--- src/rtl/iam_defs.svh ---
`ifndef IAM_DEFS_SVH
`define IAM_DEFS_SVH
`define IAM_A_IND0 8'h00
`define IAM_A_PTR0 8'h01
`define IAM_A_IND1 8'h02
`define IAM_A_PTR1L 8'h03
`define IAM_A_PTR1S 8'h04
`define IAM_A_ACC 8'h05
`define IAM_A_PCL 8'h06
`define IAM_A_TABLE_POINTER_LOW 8'h07
`define IAM_A_TABLE_HIGH_RESULT 8'h08
`define IAM_A_TABLE_POINTER_HIGH 8'h09
`define IAM_A_IND2 8'h0b
`define IAM_A_PTR2L 8'h0c
`define IAM_A_PTR2S 8'h0d
`define IAM_A_UNLOCK 8'h44
`define IAM_PAT_FIRST 8'h55
`define IAM_PAT_SECOND 8'haa
`define IAM_UNLOCK_RST 8'h00
`define IAM_MAP_SLOW_PERIODS 3'h4
`define IAM_OPT_BASE 8'hc0
`endif

--- src/rtl/iam_pkg.sv ---
package iam_pkg;
  typedef enum logic [1:0] {
    IAM_OP_NONE,
    IAM_OP_READ,
    IAM_OP_WRITE
  } iam_op_t;
  typedef enum logic [1:0] {
    IAM_ST_IDLE,
    IAM_ST_ARMED,
    IAM_ST_MAPPED
  } iam_unlock_st_t;
endpackage : iam_pkg

--- src/rtl/iam_core.sv ---
`timescale 1ns/1ps
`include "iam_defs.svh"
// How it works
// RQ1: Five pointer registers, ordinary read/write storage.
// RQ2: Indirect register access goes to pointed location.
// RQ3: Pointer zero reaches sector zero only.
// RQ4: Pointer pairs: high picks sector, low location.
// RQ5: Extended direct operand: sector plus location.
// RQ6: Extended operand carries ten significant bits.
// RQ7: Indirect to indirect register: read zero, no write.
// RQ8: Accumulator takes ALU results; transfers pass it.
// RQ9: Program counter low write jumps within page.
// RQ10: Program counter low write adds dummy cycle.
// RQ11: Software loads table pointers; increment allowed.
// RQ12: Table read: high byte kept, low to memory.
// RQ13: Sixty-four option words, table-read while mapped.
// RQ14: Unlock needs 55 then AA back to back.
// RQ15: Gap or wrong value leaves mapping off.
// RQ16: Option words appear at last page C0 to FF.
// RQ17: Mapping ends after four slow oscillator periods.
// RQ18: Each new unlock restarts the mapping timer.
// RQ19: Software masks interrupts around the unlock pattern.
// RQ20: Page-relative table read needs last-page pointer.
// RQ21: Unlock register eight bits, resets zero.
// RQ22: Wake from idle or sleep clears unlock register.
module iam_core #(
  parameter int PC_WIDTH = 11,
  parameter int SECTOR_BITS = 2
) (
  input wire logic REF_CLK,
  input wire logic SYS_RST,
  input wire logic [1:0] OP,
  input wire logic [9:0] ADDR,
  input wire logic [7:0] WDATA,
  input wire logic ACC_LOAD,
  input wire logic [7:0] ACC_IN,
  input wire logic [2:0] PTR_STEP,
  input wire logic [2:0] PTR_STEP_SEL,
  input wire logic TBL_READ,
  input wire logic TBL_LAST_PAGE,
  input wire logic [15:0] PROG_WORD,
  input wire logic [15:0] OPT_WORD,
  input wire logic SLOW_OSC,
  input wire logic WAKE,
  input wire logic [PC_WIDTH-1:0] PC_NOW,
  output logic [7:0] RDATA,
  output logic [9:0] MEM_ADDR,
  output logic MEM_RD,
  output logic MEM_WR,
  output logic [7:0] MEM_WDATA,
  output logic [7:0] ACC,
  output logic [PC_WIDTH-1:0] PC_JUMP,
  output logic PC_LOAD,
  output logic DUMMY_CYCLE,
  output logic [PC_WIDTH-1:0] PROG_ADDR,
  output logic [5:0] OPT_ADDR,
  output logic OPT_SEL,
  output logic MAP_ACTIVE
);
  if (PC_WIDTH < 9 || PC_WIDTH > 16 || SECTOR_BITS < 1 || SECTOR_BITS > 2) begin : g_param_check
    $error("iam_core: unsupported parameter values");
  end

  typedef struct packed {
    logic [7:0] ptr0;
    logic [7:0] ptr1l;
    logic [7:0] ptr1s;
    logic [7:0] ptr2l;
    logic [7:0] ptr2s;
    logic [7:0] acc;
    logic [7:0] table_pointer_low;
    logic [7:0] table_pointer_high;
    logic [7:0] table_high_result;
    logic [7:0] unlock;
    iam_pkg::iam_unlock_st_t ust;
    logic [2:0] slow_cnt;
    logic [2:0] osc_sync;
    logic [1:0] wake_sync;
    logic [7:0] rdata;
    logic [9:0] mem_addr;
    logic mem_rd;
    logic mem_wr;
    logic [7:0] mem_wdata;
    logic [PC_WIDTH-1:0] pc_jump;
    logic pc_load;
    logic dummy;
    logic [PC_WIDTH-1:0] prog_addr;
    logic [5:0] opt_addr;
    logic opt_sel;
    logic map_on;
    logic tbl_pend;
    logic [9:0] tbl_dest;
  } iam_state_t;

  iam_state_t s_q;
  iam_state_t s_d;

  // Turns an indirect register address into the effective memory address.
  function automatic logic [9:0] ind_target(input logic [7:0] a, input iam_state_t s);
    logic [9:0] t;
    t = 10'h000;
    unique case (a)
      `IAM_A_IND0: t = {2'b00, s.ptr0}; // RQ3
      `IAM_A_IND1: t = {2'(s.ptr1s[SECTOR_BITS-1:0]), s.ptr1l}; // RQ4
      `IAM_A_IND2: t = {2'(s.ptr2s[SECTOR_BITS-1:0]), s.ptr2l}; // RQ4
      default: t = {2'b00, a};
    endcase
    return t;
  endfunction : ind_target

  function automatic logic is_ind(input logic [9:0] a);
    return a == {2'b00, `IAM_A_IND0} || a == {2'b00, `IAM_A_IND1} ||
           a == {2'b00, `IAM_A_IND2};
  endfunction : is_ind

  // Register read mux for sector 0 special registers handled here.
  function automatic logic [7:0] reg_read(input logic [9:0] a, input iam_state_t s);
    logic [7:0] v;
    v = 8'h00;
    if (a[9:8] == 2'b00) begin
      unique case (a[7:0])
        `IAM_A_PTR0: v = s.ptr0;
        `IAM_A_PTR1L: v = s.ptr1l;
        `IAM_A_PTR1S: v = s.ptr1s;
        `IAM_A_PTR2L: v = s.ptr2l;
        `IAM_A_PTR2S: v = s.ptr2s;
        `IAM_A_ACC: v = s.acc;
        `IAM_A_TABLE_POINTER_LOW: v = s.table_pointer_low;
        `IAM_A_TABLE_POINTER_HIGH: v = s.table_pointer_high;
        `IAM_A_TABLE_HIGH_RESULT: v = s.table_high_result;
        `IAM_A_UNLOCK: v = s.unlock;
        default: v = 8'h00;
      endcase
    end
    return v;
  endfunction : reg_read

  function automatic logic is_local(input logic [9:0] a);
    logic r;
    r = 1'b0;
    if (a[9:8] == 2'b00) begin
      unique case (a[7:0])
        `IAM_A_PTR0, `IAM_A_PTR1L, `IAM_A_PTR1S, `IAM_A_PTR2L, `IAM_A_PTR2S,
        `IAM_A_ACC, `IAM_A_PCL, `IAM_A_TABLE_POINTER_LOW, `IAM_A_TABLE_POINTER_HIGH, `IAM_A_TABLE_HIGH_RESULT,
        `IAM_A_UNLOCK: r = 1'b1;
        default: r = 1'b0;
      endcase
    end
    return r;
  endfunction : is_local

  logic [9:0] eff;
  logic ind_hit;
  logic rd;
  logic wr;
  logic osc_rise;
  logic unlock_hit;
  logic [15:0] tbl_word;

  always_comb begin
    s_d = s_q;
    rd = OP == 2'(iam_pkg::IAM_OP_READ);
    wr = OP == 2'(iam_pkg::IAM_OP_WRITE);
    ind_hit = is_ind({2'b00, ADDR[7:0]}) && ADDR[9:8] == 2'b00;
    // Ten-bit operand: upper bits pick the sector, low byte the location.
    eff = ind_hit ? ind_target(ADDR[7:0], s_q) : ADDR; // RQ2 RQ5 RQ6
    s_d.osc_sync = {s_q.osc_sync[1:0], SLOW_OSC};
    s_d.wake_sync = {s_q.wake_sync[0], WAKE};
    osc_rise = s_q.osc_sync[1] && !s_q.osc_sync[2];
    s_d.mem_rd = 1'b0;
    s_d.mem_wr = 1'b0;
    s_d.pc_load = 1'b0;
    s_d.dummy = 1'b0;
    s_d.opt_sel = 1'b0;
    s_d.rdata = 8'h00;
    if (rd) begin
      // A pointer aimed back at an indirect register reads as zero.
      if (ind_hit && is_ind(eff)) begin
        s_d.rdata = 8'h00; // RQ7
      end else if (is_local(eff)) begin
        s_d.rdata = reg_read(eff, s_q);
      end else begin
        s_d.mem_rd = 1'b1;
        s_d.mem_addr = eff;
      end
    end
    if (wr && !(ind_hit && is_ind(eff))) begin // RQ7
      if (is_local(eff)) begin
        unique case (eff[7:0])
          `IAM_A_PTR0: s_d.ptr0 = WDATA; // RQ1
          `IAM_A_PTR1L: s_d.ptr1l = WDATA; // RQ1
          `IAM_A_PTR1S: s_d.ptr1s = WDATA; // RQ1
          `IAM_A_PTR2L: s_d.ptr2l = WDATA; // RQ1
          `IAM_A_PTR2S: s_d.ptr2s = WDATA; // RQ1
          `IAM_A_ACC: s_d.acc = WDATA;
          `IAM_A_TABLE_POINTER_LOW: s_d.table_pointer_low = WDATA; // RQ11
          `IAM_A_TABLE_POINTER_HIGH: s_d.table_pointer_high = WDATA; // RQ11
          `IAM_A_TABLE_HIGH_RESULT: s_d.table_high_result = WDATA;
          `IAM_A_PCL: begin
            s_d.pc_jump = {PC_NOW[PC_WIDTH-1:8], WDATA}; // RQ9
            s_d.pc_load = 1'b1; // RQ9
            s_d.dummy = 1'b1; // RQ10
          end
          `IAM_A_UNLOCK: s_d.unlock = WDATA; // RQ21
          default: s_d.rdata = s_q.rdata;
        endcase
      end else begin
        s_d.mem_wr = 1'b1;
        s_d.mem_addr = eff;
        s_d.mem_wdata = WDATA;
      end
    end
    // Increment or decrement is a read-modify-write the core expresses as a step.
    if (PTR_STEP[0]) begin
      unique case (PTR_STEP_SEL)
        3'h0: s_d.ptr0 = PTR_STEP[1] ? s_q.ptr0 - 8'h01 : s_q.ptr0 + 8'h01; // RQ1
        3'h1: s_d.ptr1l = PTR_STEP[1] ? s_q.ptr1l - 8'h01 : s_q.ptr1l + 8'h01; // RQ1
        3'h2: s_d.ptr1s = PTR_STEP[1] ? s_q.ptr1s - 8'h01 : s_q.ptr1s + 8'h01; // RQ1
        3'h3: s_d.ptr2l = PTR_STEP[1] ? s_q.ptr2l - 8'h01 : s_q.ptr2l + 8'h01; // RQ1
        3'h4: s_d.ptr2s = PTR_STEP[1] ? s_q.ptr2s - 8'h01 : s_q.ptr2s + 8'h01; // RQ1
        3'h5: s_d.table_pointer_low = PTR_STEP[1] ? s_q.table_pointer_low - 8'h01 : s_q.table_pointer_low + 8'h01; // RQ11
        3'h6: s_d.table_pointer_high = PTR_STEP[1] ? s_q.table_pointer_high - 8'h01 : s_q.table_pointer_high + 8'h01; // RQ11
        default: s_d.table_pointer_high = s_q.table_pointer_high;
      endcase
    end
    if (ACC_LOAD) begin
      s_d.acc = ACC_IN; // RQ8
    end
    // Unlock sequencer: only a 55 followed in the very next cycle by AA maps.
    // The timer is settled first so that a completed pair wins over an expiry.
    unlock_hit = wr && eff == {2'b00, `IAM_A_UNLOCK};
    if (s_q.map_on && osc_rise) begin
      if (s_q.slow_cnt + 3'h1 >= `IAM_MAP_SLOW_PERIODS) begin
        s_d.map_on = 1'b0; // RQ17
      end else begin
        s_d.slow_cnt = s_q.slow_cnt + 3'h1; // RQ17
      end
    end
    unique case (s_q.ust)
      iam_pkg::IAM_ST_IDLE, iam_pkg::IAM_ST_MAPPED: begin
        if (unlock_hit && WDATA == `IAM_PAT_FIRST) begin
          s_d.ust = iam_pkg::IAM_ST_ARMED; // RQ14
        end else if (!s_d.map_on) begin
          s_d.ust = iam_pkg::IAM_ST_IDLE; // RQ17
        end
      end
      iam_pkg::IAM_ST_ARMED: begin
        if (unlock_hit && WDATA == `IAM_PAT_SECOND) begin
          s_d.ust = iam_pkg::IAM_ST_MAPPED; // RQ14
          s_d.map_on = 1'b1; // RQ14
          s_d.slow_cnt = 3'h0; // RQ18
        end else if (unlock_hit && WDATA == `IAM_PAT_FIRST) begin
          s_d.ust = iam_pkg::IAM_ST_ARMED; // RQ14
        end else begin
          // Arming never ends a window that is already open.
          s_d.ust = s_d.map_on ? iam_pkg::IAM_ST_MAPPED : iam_pkg::IAM_ST_IDLE; // RQ15
        end
      end
      default: s_d.ust = iam_pkg::IAM_ST_IDLE;
    endcase
    if (s_q.wake_sync[1]) begin
      s_d.unlock = `IAM_UNLOCK_RST; // RQ22
    end
    // Table read: fetch address this cycle, capture result the next.
    s_d.tbl_pend = 1'b0;
    if (TBL_READ) begin
      s_d.prog_addr = TBL_LAST_PAGE ? {{(PC_WIDTH-8){1'b1}}, s_q.table_pointer_low} :
                      {s_q.table_pointer_high[PC_WIDTH-9:0], s_q.table_pointer_low};
      s_d.tbl_pend = 1'b1;
      s_d.tbl_dest = eff;
      s_d.opt_sel = s_q.map_on && s_d.prog_addr[PC_WIDTH-1:8] == '1 &&
                    s_q.table_pointer_low >= `IAM_OPT_BASE; // RQ13 RQ16
      s_d.opt_addr = s_q.table_pointer_low[5:0]; // RQ16
    end
    if (s_q.tbl_pend) begin
      tbl_word = s_q.opt_sel ? OPT_WORD : PROG_WORD;
      s_d.table_high_result = tbl_word[15:8]; // RQ12
      s_d.mem_wr = 1'b1; // RQ12
      s_d.mem_addr = s_q.tbl_dest;
      s_d.mem_wdata = tbl_word[7:0];
    end else begin
      tbl_word = 16'h0000;
    end
    if (SYS_RST) begin
      s_d = '0;
      s_d.ust = iam_pkg::IAM_ST_IDLE;
      s_d.unlock = `IAM_UNLOCK_RST; // RQ21
    end
  end

  always_ff @(posedge REF_CLK) begin
    s_q <= s_d;
  end

  assign RDATA = s_q.rdata;
  assign MEM_ADDR = s_q.mem_addr;
  assign MEM_RD = s_q.mem_rd;
  assign MEM_WR = s_q.mem_wr;
  assign MEM_WDATA = s_q.mem_wdata;
  assign ACC = s_q.acc;
  assign PC_JUMP = s_q.pc_jump;
  assign PC_LOAD = s_q.pc_load;
  assign DUMMY_CYCLE = s_q.dummy;
  assign PROG_ADDR = s_q.prog_addr;
  assign OPT_ADDR = s_q.opt_addr;
  assign OPT_SEL = s_q.opt_sel;
  assign MAP_ACTIVE = s_q.map_on;
endmodule : iam_core

--- config.mk ---
export PLATFORM = sky130hd
export DESIGN_NAME = iam_core
export DESIGN_NICKNAME = d
export VERILOG_FILES = /design/src/rtl/iam_pkg.sv /design/src/rtl/iam_core.sv
export VERILOG_INCLUDE_DIRS = /design/src /design/src/rtl
export SDC_FILE = /design/constraint.sdc
export NUM_CORES = 1
export LEC_CHECK = 0
export BUFFER_PORTS_ARGS = -buffer_cell sky130_fd_sc_hd__buf_2
export CORE_MARGIN = 10
export CORE_UTILIZATION = 30
export CTS_CLUSTER_DIAMETER = 200
export CTS_CLUSTER_SIZE = 30
export DETAILED_ROUTE_END_ITERATION = 10
export PLACE_DENSITY_LB_ADDON = 0.08
export RECOVER_POWER = 25
export SYNTH_ARGS = -nofsm -noshare
export SYNTH_HDL_FRONTEND = slang
export SYNTH_SLANG_ARGS = --single-unit
--- constraint.sdc ---
create_clock -name REF_CLK -period 4.25 [get_ports REF_CLK]
set_input_delay 1.275 -clock REF_CLK [delete_from_list [all_inputs] [get_ports REF_CLK]]
set_output_delay 1.275 -clock REF_CLK [all_outputs]
set_load 0.01 [all_outputs]
==> key figures, run 1 <==
GRT
  • Largest net degree at the start of global routing: 81
  • Vias in the first global route: 8,620
  • Grt total ovfl: 0
  • First-pass GRT wire length: 54,750 µm
  • GRT Resource Usage Total: 17.30%
  • Initial antenna violation count: 0

Detailed routing
  • Post-route DRC: 0
  • Vias/cell: 5.026
  • Starting DRT DRC Count: 410
  • Via count: 8,574
  • Drt pass-1 iters: 5
  • Final ANT Viol Nets: 0
  • Wire per inst: 21.16 µm
  • Total Wirelength: 36,100 µm

Clocking
  • TritonCTS clock tree: built
  • Resized Gates After CTS: 0
  • CTS Buf Count: 17
  • Clk_lat worst skew: 0.45 ns
  • Worst-path clk slew: 0.07 ns
  • H-tree depth: 4
  • CTS sink cnt: 154
  • Hold Buf Count CTS: 0
  • Post CTS Setup Buffer Count: 0
  • Maximum clock path buffer count: 2
  • CTS root buf: clkbuf_16

Cells and area
  • Nets@finish: 1,379
  • Share of cells above drive strength 1: 21.38%
  • Fill count: 3,563
  • Final core occ: 35.59%
  • Area delta synth->final: 17.56%
  • N_diodes: 0

STA
  • Setup TNS: 0 ns
  • Max Fclk: 248.4 MHz
  • Worst slew margin: -13.39%
  • Period utilization: 94.74%
  • Worst hold slack: 0.4571 ns
  • RSZ-0062 raised after global routing: false
  • Worst setup margin: 0.2236 ns
  • Post-route clock skew: 0.01493 ns
  • Pins Over Slew Limit: 148
  • Measured slew at the worst slew-check pin: 1.701 ns
  • Final setup fails: 0
  • Final hold viol count: 0
  • Post-route minimum period: 4.026 ns

Yosys
  • Ys flop type: dfxtp_1
  • Synth Register Bits: 154
  • Async set-reset flop share out of synthesis: 0%
  • Post-Syn Nets: 1,258
  • Post-synth EDFFs: 0
  • Netlist cell types: 73
  • Area leader, netlist: dfxtp_1
  • Synthesized area per cell: 8.987 µm²
  • Yosys warning total: 0
  • Synth top area cells: dfxtp_1, mux2i_1, nor2_1
  • Sequential cell area fraction in the yosys report: 30.52%
  • Most frequent cells after synthesis: dfxtp_1, nor2_1, mux2i_1, buf_4, a21oi_1
  • Count leader, synth: dfxtp_1
  • Synthesized instance count: 1,124
  • Top-area cell type share of the netlist area: 30.52%
  • Post-synthesis cell area: 10,100 µm²

Setup path
  • Register-to-register setup slack: 1.10 ns
  • RR Startpoint: s_q[150]$_SDFF_PP0_
  • CP max FO: 8
  • CP arrival: 4.37 ns
  • Crit path capture: RDATA[2]$_SDFFE_PP0P_
  • CP required: 4.60 ns
  • Critical path capture point type: flip-flop
  • Worst Setup Start Kind: input pin
  • Setup CP Type: input pin to flip-flop
  • Worst setup path startpoint: ADDR[9]
  • Reg-to-Reg End: RDATA[2]$_SDFFE_PP0P_
  • R2R depth: 9

Floorplanning
  • Core area: 33,360 µm²
  • Starting density of the core: 30.27%
  • DIE AREA: 41,410 µm²
  • Row count: 67
  • # IOs: 152
  • Die H: 203.5 µm
  • Die X: 203.5 µm

Place
  • Worst slack, placed: -0.1939 ns
  • Post-DP HPWL: 26,850 µm
  • Port Buffers: 142
  • Final Wtd Congestion: 0.8753

Power
  • Pwr dens: 309.4 nW/µm²
  • Leakage: 4.668 nW
  • Worst VDD drop: 0.0002761 V

Flow run
  • Max cap viols: 2

Run status
  • Failing checks: capacitance limit, slew limit
  • Status: finished, violations left

Hold path
  • Worst min path class: flip-flop to flip-flop
-- registers in the layout, summed over array words and instances (netlist names), 8 cells and up, named ones only --
signal	count
s_q	93
PC_JUMP	11
PROG_ADDR	11
ACC	8
MEM_WDATA	8
RDATA	8
-- cell usage in the layout (no fill, tap or decap), drive strengths merged, types with 17 or more instances in the layout --
master and instances:
xnor2 36, a21oi 58, nor3 20, a211oi 48, inv 30, mux2 17
dfxtp 154, a21o 32, ha 43, mux2i 123, a31oi 18, nor2b 22
buf 188, nand2 43, clkbuf 57, nor2 151
-- cell type report --
type | instances | area, µm² | area share [%]
Inverter | 21 | 78.83 | 0.6638
Clock inverter | 15 | 172.7 | 1.454
Clock buffer | 17 | 425.4 | 3.582
Timing Repair Buffer | 228 | 1369 | 11.53
Multi-Input combinational cell | 823 | 6186 | 52.09
Tap cell | 448 | 560.5 | 4.720
Sequential cell | 154 | 3083 | 25.96
-- worst max-delay path: stages --
cell and delay, ns:
buf_2 0.12, or4_4 0.54, a211oi_4 0.45, mux2i_1 0.23, buf_4 0.19, nand2_1 0.08, nor3_1 0.73, a22o_1 0.25
a221oi_1 0.05, buf_4 0.17, a31oi_1 0.26
-- report_power, final --
part           switching, mW  total [mW]  internal, mW
registers             0.0522        1.55          1.50
clock network          0.776        1.57         0.797
logic                  0.323       0.552         0.229
total                   1.15        3.67          2.52
-- logic make-up (layout without fill, tap and decap cells) --
kind of cell / Yosys count / in the layout / share of synthesized area, %
simple gates: 320 / 320 / 16.87
fa+ha+maj: 50 / 50 / 6.714
compound gates: 268 / 268 / 19.57
flops: 154 / 154 / 30.52
buf+inv: 147 / 281 / 8.299
xor+xnor: 45 / 45 / 3.902
mux: 140 / 140 / 14.12
-- metal layers --
layer	routed length [µm]	track usage, %
met1	17450	23.17
met2	16620	27.51
met3	1253	3.268
met4	774	5.409
met5	0	0
-- metrics by stage --
step | cells | area [µm²] | total power [mW]
finish | 1706 | 11880 | 3.674
detailed placement | 1674 | 11340 | 2.144
global placement | 1674 | 11340 | 2.141
CTS | 1706 | 11940 | 3.737
floorplan | 1124 | 10100 | 1.935
global route | 1706 | 11880 | 3.845
-- worst min path at each step --
stage	cells after the start	slack, ns	from	to
floorplan	1	0.41	s_q[71]$_SDFF_PP0_	s_q[72]$_SDFF_PP0_
global placement	1	0.45	s_q[73]$_SDFF_PP0_	s_q[74]$_SDFF_PP0_
detailed placement	1	0.44	s_q[73]$_SDFF_PP0_	s_q[74]$_SDFF_PP0_
CTS	2	0.45	s_q[6]$_SDFFE_PP0P_	flip-flop
global route	1	0.48	s_q[73]$_SDFF_PP0_	s_q[74]$_SDFF_PP0_
finish	2	0.46	s_q[6]$_SDFFE_PP0P_	flip-flop
No activity file was read; power rests on OpenSTA's default activity.
==> run 2, diff against run 1 <==
Clock period 4.25 ns to 4.53 ns, I/O delays scaled along.
==> run 2 against run 1 <==
The flow still finishes with violations (capacitance limit, slew limit). Combinational power down 8.3%. Global-route usage down 0.38 points. First-iteration DRC count up 33%. Sequential cell count unchanged. Worst hold slack worse by 0.0077 ns. Clock power about the same. Register-to-register slack better by 0.25 ns. Clock skew down 0.0044 ns. Cell count down 1.6%. Wire length down 1.1%. Power down 4.6%. Sequential share of layout area up 0.44 points. Critical path type unchanged. Largest cell class unchanged. Largest power group unchanged. Highest routed layer unchanged.
==> key figures, run 2 (synthesis results as in run 1) <==
GRT
  • Initial antenna violation count: 0 (unchanged)
  • Grt total ovfl: 0 (unchanged)
  • GRT Resource Usage Total: 16.91% (-0.38 points)
  • Vias in the first global route: 8,404 (-2.5%)
  • Largest net degree at the start of global routing: 83 (+2.5%)
  • First-pass GRT wire length: 53,180 µm (-2.9%)

Power
  • Worst VDD drop: 0.0002709 V (-1.9%)
  • Power share of the clock group: 44.1% (+1.3 points)
  • P_int: 2.488 mW (-1.4%)
  • Total Power: 3.506 mW (-4.6%)
  • Leakage: 4.547 nW (-2.6%)
  • Comb pwr share: 14.4% (-0.6 points)
  • Switching pwr: 1.019 mW (-12%)
  • Pwr dens: 300.3 nW/µm² (-2.9%)
  • Sequential power share: 41.4% (-0.7 points)
  • Sw Share: 29.05% (-2.3 points)

Detailed routing
  • Starting DRT DRC Count: 544 (+33%)
  • Total Wirelength: 35,700 µm (-1.1%)
  • Post-route DRC: 0 (unchanged)
  • Final ANT Viol Nets: 0 (unchanged)
  • Via count: 8,520 (-0.63%)
  • Wire per inst: 21.26 µm (+0.48%)
  • Vias/cell: 5.074 (+0.97%)
  • Drt pass-1 iters: 4 (-1)

Setup path
  • CP arrival: 4.47 ns (+0.10 ns)
  • RR Startpoint: s_q[150]$_SDFF_PP0_
  • Crit path capture: s_q[96]$_SDFFE_PP0P_
  • CP max FO: 8 (unchanged)
  • Register-to-register setup slack: 1.35 ns (+0.25 ns)
  • Worst-path cell chain: buf_2 > or4_4 > a211oi_4 > buf_4 > a31o_1 > a21oi_2 > a211o_1 > nor4b_2 > buf_4 > mux2i_1 > a21oi_1
  • CP required: 4.82 ns (+0.22 ns)
  • Slowest library cell on the worst path: or4_4
  • Crit path max-delay family: compound AO/OA/AOI/OAI gates
  • Worst Setup Start Kind: input pin
  • Critical path capture point type: flip-flop
  • CP Buf/Inv Count: 3 (unchanged)
  • R2R depth: 10 (+1)
  • CP dominant cell by count: buf_4
  • Highest cell delay on the worst timing path: 0.55 ns (-0.18 ns)
  • Crit path depth: 11 (unchanged)
  • Reg-to-Reg End: s_q[96]$_SDFFE_PP0P_
  • Setup CP Type: input pin to flip-flop
  • Worst setup path startpoint: ADDR[9]

Floorplanning
  • Die H: 203.5 µm (unchanged)
  • Row count: 67 (unchanged)
  • Die X: 203.5 µm (unchanged)
  • DIE AREA: 41,410 µm² (unchanged)
  • Core area: 33,360 µm² (unchanged)
  • # IOs: 152 (unchanged)
  • Starting density of the core: 30.27% (unchanged)

Cells and area
  • Reg with most FFs: s_q
  • Max reg flops: 93 (unchanged)
  • Final Instance Count excl. Fillers: 1,679 (-1.6%)
  • Most frequent cells in the layout: dfxtp_1, nor2_1, mux2i_1
  • N_diodes: 0 (unchanged)
  • Fill count: 3,557 (-0.17%)
  • Area delta synth->final: 15.61%
  • Final core occ: 35.00% (-0.59 points)
  • Multi-input logic area: 6186 µm² (unchanged)
  • Seq. cell area: 3083 µm² (unchanged)
  • Share of cells above drive strength 1: 19.82% (-1.6 points)
  • Most common cell after layout, fill and taps aside: dfxtp_1
  • Nets@finish: 1,352 (-2.0%)

STA
  • Final hold viol count: 0 (unchanged)
  • Post-route clock skew: 0.01055 ns (-0.004376 ns)
  • Period utilization: 92.43%
  • Measured slew at the worst slew-check pin: 1.826 ns (+0.1246 ns)
  • RSZ-0062 raised after global routing: false
  • Max Fclk: 238.8 MHz
  • Post-route minimum period: 4.187 ns
  • Pins Over Slew Limit: 83 (-44%)
  • Worst slew margin: -21.70% (-8.3 points)
  • Worst hold slack: 0.4494 ns (-0.007704 ns)
  • Final setup fails: 0 (unchanged)
  • Setup TNS: 0 ns (unchanged)

Clocking
  • Worst-path clk slew: 0.07 ns (about the same)
  • H-tree depth: 4 (unchanged)
  • Resized Gates After CTS: 0 (unchanged)
  • Maximum clock path buffer count: 2 (unchanged)
  • Clk_lat worst skew: 0.45 ns (about the same)
  • CTS root buf: clkbuf_16
  • CTS Buf Count: 17 (unchanged)
  • Hold Buf Count CTS: 0 (unchanged)
  • CTS sink cnt: 154 (unchanged)
  • TritonCTS clock tree: built
  • Post CTS Setup Buffer Count: 0 (unchanged)

Flow run
  • Max cap viols: 1 (-1)

Place
  • Port Buffers: 142 (unchanged)
  • Final Wtd Congestion: 0.8151 (-6.9%)
  • Post-DP HPWL: 26,310 µm (-2.0%)
  • Cell count after placement: 1,647 (-1.6%)

Run status
  • Failing checks: capacitance limit, slew limit
  • Status: finished, violations left

Hold path
  • Worst min path class: flip-flop to flip-flop
==> run 2: worst min-delay path by stage <==
stage	endpoint	start	cells past startpoint
final	s_q[74]$_SDFF_PP0_	s_q[73]$_SDFF_PP0_	1
after global routing	s_q[74]$_SDFF_PP0_	s_q[73]$_SDFF_PP0_	1
after CTS	s_q[74]$_SDFF_PP0_	s_q[73]$_SDFF_PP0_	1
after detailed placement	s_q[72]$_SDFF_PP0_	s_q[71]$_SDFF_PP0_	1
after global placement	flip-flop	s_q[6]$_SDFFE_PP0P_	2
after floorplan	s_q[72]$_SDFF_PP0_	s_q[71]$_SDFF_PP0_	1
==> run 2: per-stage QoR <==
step	setup WS, ns	cell area, µm²
global route	0.1910	11680
floorplan	0.2153	10100
CTS	0.3707	11740
finish	0.3431	11680
detailed placement	-0.1216	11130
global placement	-0.1089	11130
==> run 2: area by class of cell <==
| class | instances | area share, % |
|---|---|---|
| tap | 448 | 4.800 |
| timing repair buffer | 201 | 9.900 |
| multi-input combinational | 823 | 52.97 |
| sequential | 154 | 26.40 |
| clock inverter | 15 | 1.607 |
| clock buffer | 17 | 3.643 |
| inverter | 21 | 0.6750 |
==> run 2: power by group through the flow <==
stage	clock network (mW)	registers, mW	logic [mW]
3_3_place_gp	0	1.48	0.509
2_1_floorplan	0	1.46	0.355
3_5_place_dp	0	1.48	0.513
4_1_cts	1.59	1.45	0.515
5_1_grt	1.64	1.46	0.559
6_report	1.55	1.45	0.506
==> run 2: per-layer routing <==
metal / global-route usage [%] / part of all wire, % / up-vias
met5: 0 / 0 / -
met4: 5.276 / 2.0 / 0
met3: 3.316 / 3.4 / 27
met2: 27.02 / 46 / 145
met1: 22.49 / 48 / 4096
li1: - / - / 4252
==> run 3, diff against run 2 <==
Settings changed: CELL_PAD_IN_SITES_DETAIL_PLACEMENT set to 1, CELL_PAD_IN_SITES_GLOBAL_PLACEMENT set to 1.
==> run 3 against run 2 <==
The flow still finishes with violations (capacitance limit, slew limit). Power is 1.5% lower. Setup slack better by 0.066 ns. Maximum frequency is 1.6% higher. Largest power group unchanged. Die area stayed put. First-iteration DRC count is 24% lower. Highest routed layer is now met5. Sequential power hardly changed. Non-clock buffer count is 11 higher. Cell count is 0.66% higher. Sequential cell count stayed put.
==> key figures, run 3 (synthesis results as in run 1) <==
Run status
  • Failing checks: capacitance limit, slew limit
  • Status: finished, violations left

GRT
  • GRT Resource Usage Total: 17.86% (+0.94 points)
  • Largest net degree at the start of global routing: 66 (-20%)
  • Initial antenna violation count: 2 (+2)
  • Grt total ovfl: 0 (unchanged)
  • Vias in the first global route: 9,003 (+7.1%)
  • First-pass GRT wire length: 56,560 µm (+6.4%)

Clocking
  • Clk_lat worst skew: 0.45 ns (about the same)
  • Hold Buf Count CTS: 0 (unchanged)
  • CTS sink cnt: 154 (unchanged)
  • Resized Gates After CTS: 0 (unchanged)
  • Worst-path clk slew: 0.07 ns (about the same)
  • H-tree depth: 4 (unchanged)
  • TritonCTS clock tree: built
  • Maximum clock path buffer count: 2 (unchanged)
  • CTS Buf Count: 17 (unchanged)
  • Post CTS Setup Buffer Count: 0 (unchanged)
  • CTS root buf: clkbuf_16

Detailed routing
  • Post-route DRC: 0 (unchanged)
  • Final ANT Viol Nets: 0 (unchanged)
  • Wire per inst: 22.15 µm (+4.2%)
  • Drt pass-1 iters: 4 (unchanged)
  • Vias/cell: 5.176 (+2.0%)
  • Via count: 8,748 (+2.7%)
  • Starting DRT DRC Count: 416 (-24%)
  • Total Wirelength: 37,430 µm (+4.8%)

Flow run
  • Max cap viols: 1 (unchanged)

Cells and area
  • Max reg flops: 93 (unchanged)
  • Area delta synth->final: 16.18%
  • Most frequent cells in the layout: dfxtp_1, nor2_1, mux2i_1
  • Nets@finish: 1,363 (+0.81%)
  • Most common cell after layout, fill and taps aside: dfxtp_1
  • Final core occ: 35.17% (+0.17 points)
  • Share of cells above drive strength 1: 20.39% (+0.57 points)
  • Reg with most FFs: s_q

STA
  • Worst setup margin: 0.4091 ns (+0.06606 ns)
  • Worst slew margin: -36.62% (-15 points)
  • Pins Over Slew Limit: 42 (-49%)
  • Period utilization: 90.97% (-1.5 points)
  • Final hold viol count: 0 (unchanged)
  • RSZ-0062 raised after global routing: false
  • Post-route minimum period: 4.121 ns (-0.06606 ns)
  • Final setup fails: 0 (unchanged)
  • Max Fclk: 242.7 MHz (+1.6%)
  • Post-route clock skew: 0.01072 ns (+0.0001673 ns)
  • Measured slew at the worst slew-check pin: 2.049 ns (+0.2238 ns)

Floorplanning
  • Core area: 33,360 µm² (unchanged)
  • # IOs: 152 (unchanged)
  • Row count: 67 (unchanged)
  • Die X: 203.5 µm (unchanged)
  • DIE AREA: 41,410 µm² (unchanged)
  • Die H: 203.5 µm (unchanged)
  • Starting density of the core: 30.27% (unchanged)

Setup path
  • RR Startpoint: s_q[151]$_SDFF_PP0_
  • Worst setup path startpoint: ADDR[9]
  • CP arrival: 4.47 ns (about the same)
  • Setup CP Type: input pin to flip-flop
  • CP max FO: 8 (unchanged)
  • Critical path capture point type: flip-flop
  • CP required: 4.88 ns (+0.06 ns)
  • Worst Setup Start Kind: input pin

Place
  • Post-DP HPWL: 28,090 µm (+6.8%)
  • Port Buffers: 142 (unchanged)
  • Worst slack, placed: -0.02550 ns (+0.09607 ns)
  • Final Wtd Congestion: 0.8712 (+6.9%)

Power
  • Worst VDD drop: 0.0002674 V (-1.3%)
  • Leakage: 4.559 nW (+0.26%)
  • Pwr dens: 294.4 nW/µm² (-2.0%)

Hold path
  • Hold path startpoint: s_q[2]$_SDFFE_PP0P_
  • Worst min path class: flip-flop to flip-flop
==> run 3: cell types whose count changed in the layout (fill, tap and decap cells not counted), sizes merged <==
cell / delta
diode: +1
clkbuf: +2
clkinvlp: +2
buf: +9
bufinv: -1
inv: -2
==> run 3: metal layers <==
metal / wire [µm] / up-vias / track usage [%]
met4: 532 / 2 / 4.556
met3: 1178 / 17 / 3.427
met2: 17100 / 108 / 28.57
met1: 18600 / 4367 / 24.12
li1: - / 4254 / -
met5: 13 / - / 0
==> run 3: path summary, 6_finish.rpt <==
kind | end | slack, ns | depth (start not counted)
max | RDATA[7]$_SDFFE_PP0P_ | 0.41 | 11
min | flip-flop | 0.45 | 2
max reg2reg | RDATA[7]$_SDFFE_PP0P_ | 1.49 | 9
min reg2reg | flip-flop | 0.45 | 2
==> run 3: critical path, cell delays in order <==
cell and delay [ns]:
buf_2 0.13, or4_4 0.55, a211oi_4 0.38, buf_4 0.23, mux2_4 0.20, nand4_2 0.15
nor3_1 0.74, a22o_1 0.28, a221oi_1 0.06, buf_4 0.18, a31oi_1 0.21
==> run 3: metrics by stage <==
step | cell area [µm²] | setup TNS, ns | hold slack (ns) | cells | power (mW)
2_1_floorplan | 10100 | 0 | 0.4138 | 1124 | 1.815
4_1_cts | 11790 | 0 | 0.4569 | 1689 | 3.506
6_report | 11740 | 0 | 0.4547 | 1690 | 3.455
5_1_grt | 11730 | 0 | 0.4883 | 1689 | 3.614
3_3_place_gp | 11200 | -0.01395 | 0.4481 | 1658 | 1.998
3_5_place_dp | 11200 | -0.1019 | 0.4471 | 1658 | 2.007
==> run 3: report_power, final <==
part | total [mW] | internal, mW | switching (mW)
sequential | 1.45 | 1.40 | 0.0491
clock | 1.49 | 0.822 | 0.665
combinational | 0.515 | 0.207 | 0.308
total | 3.45 | 2.43 | 1.02
==> run 3: cell type report <==
type / instances / area, µm²
antenna: 1 / 2.502
clock buffer: 17 / 425.4
clock inverter: 14 / 165.2
fill: 3957 / 21630
inverter: 21 / 78.83
multi-input combinational: 823 / 6197
sequential: 154 / 3083
tap: 448 / 560.5
timing repair buffer: 212 / 1222
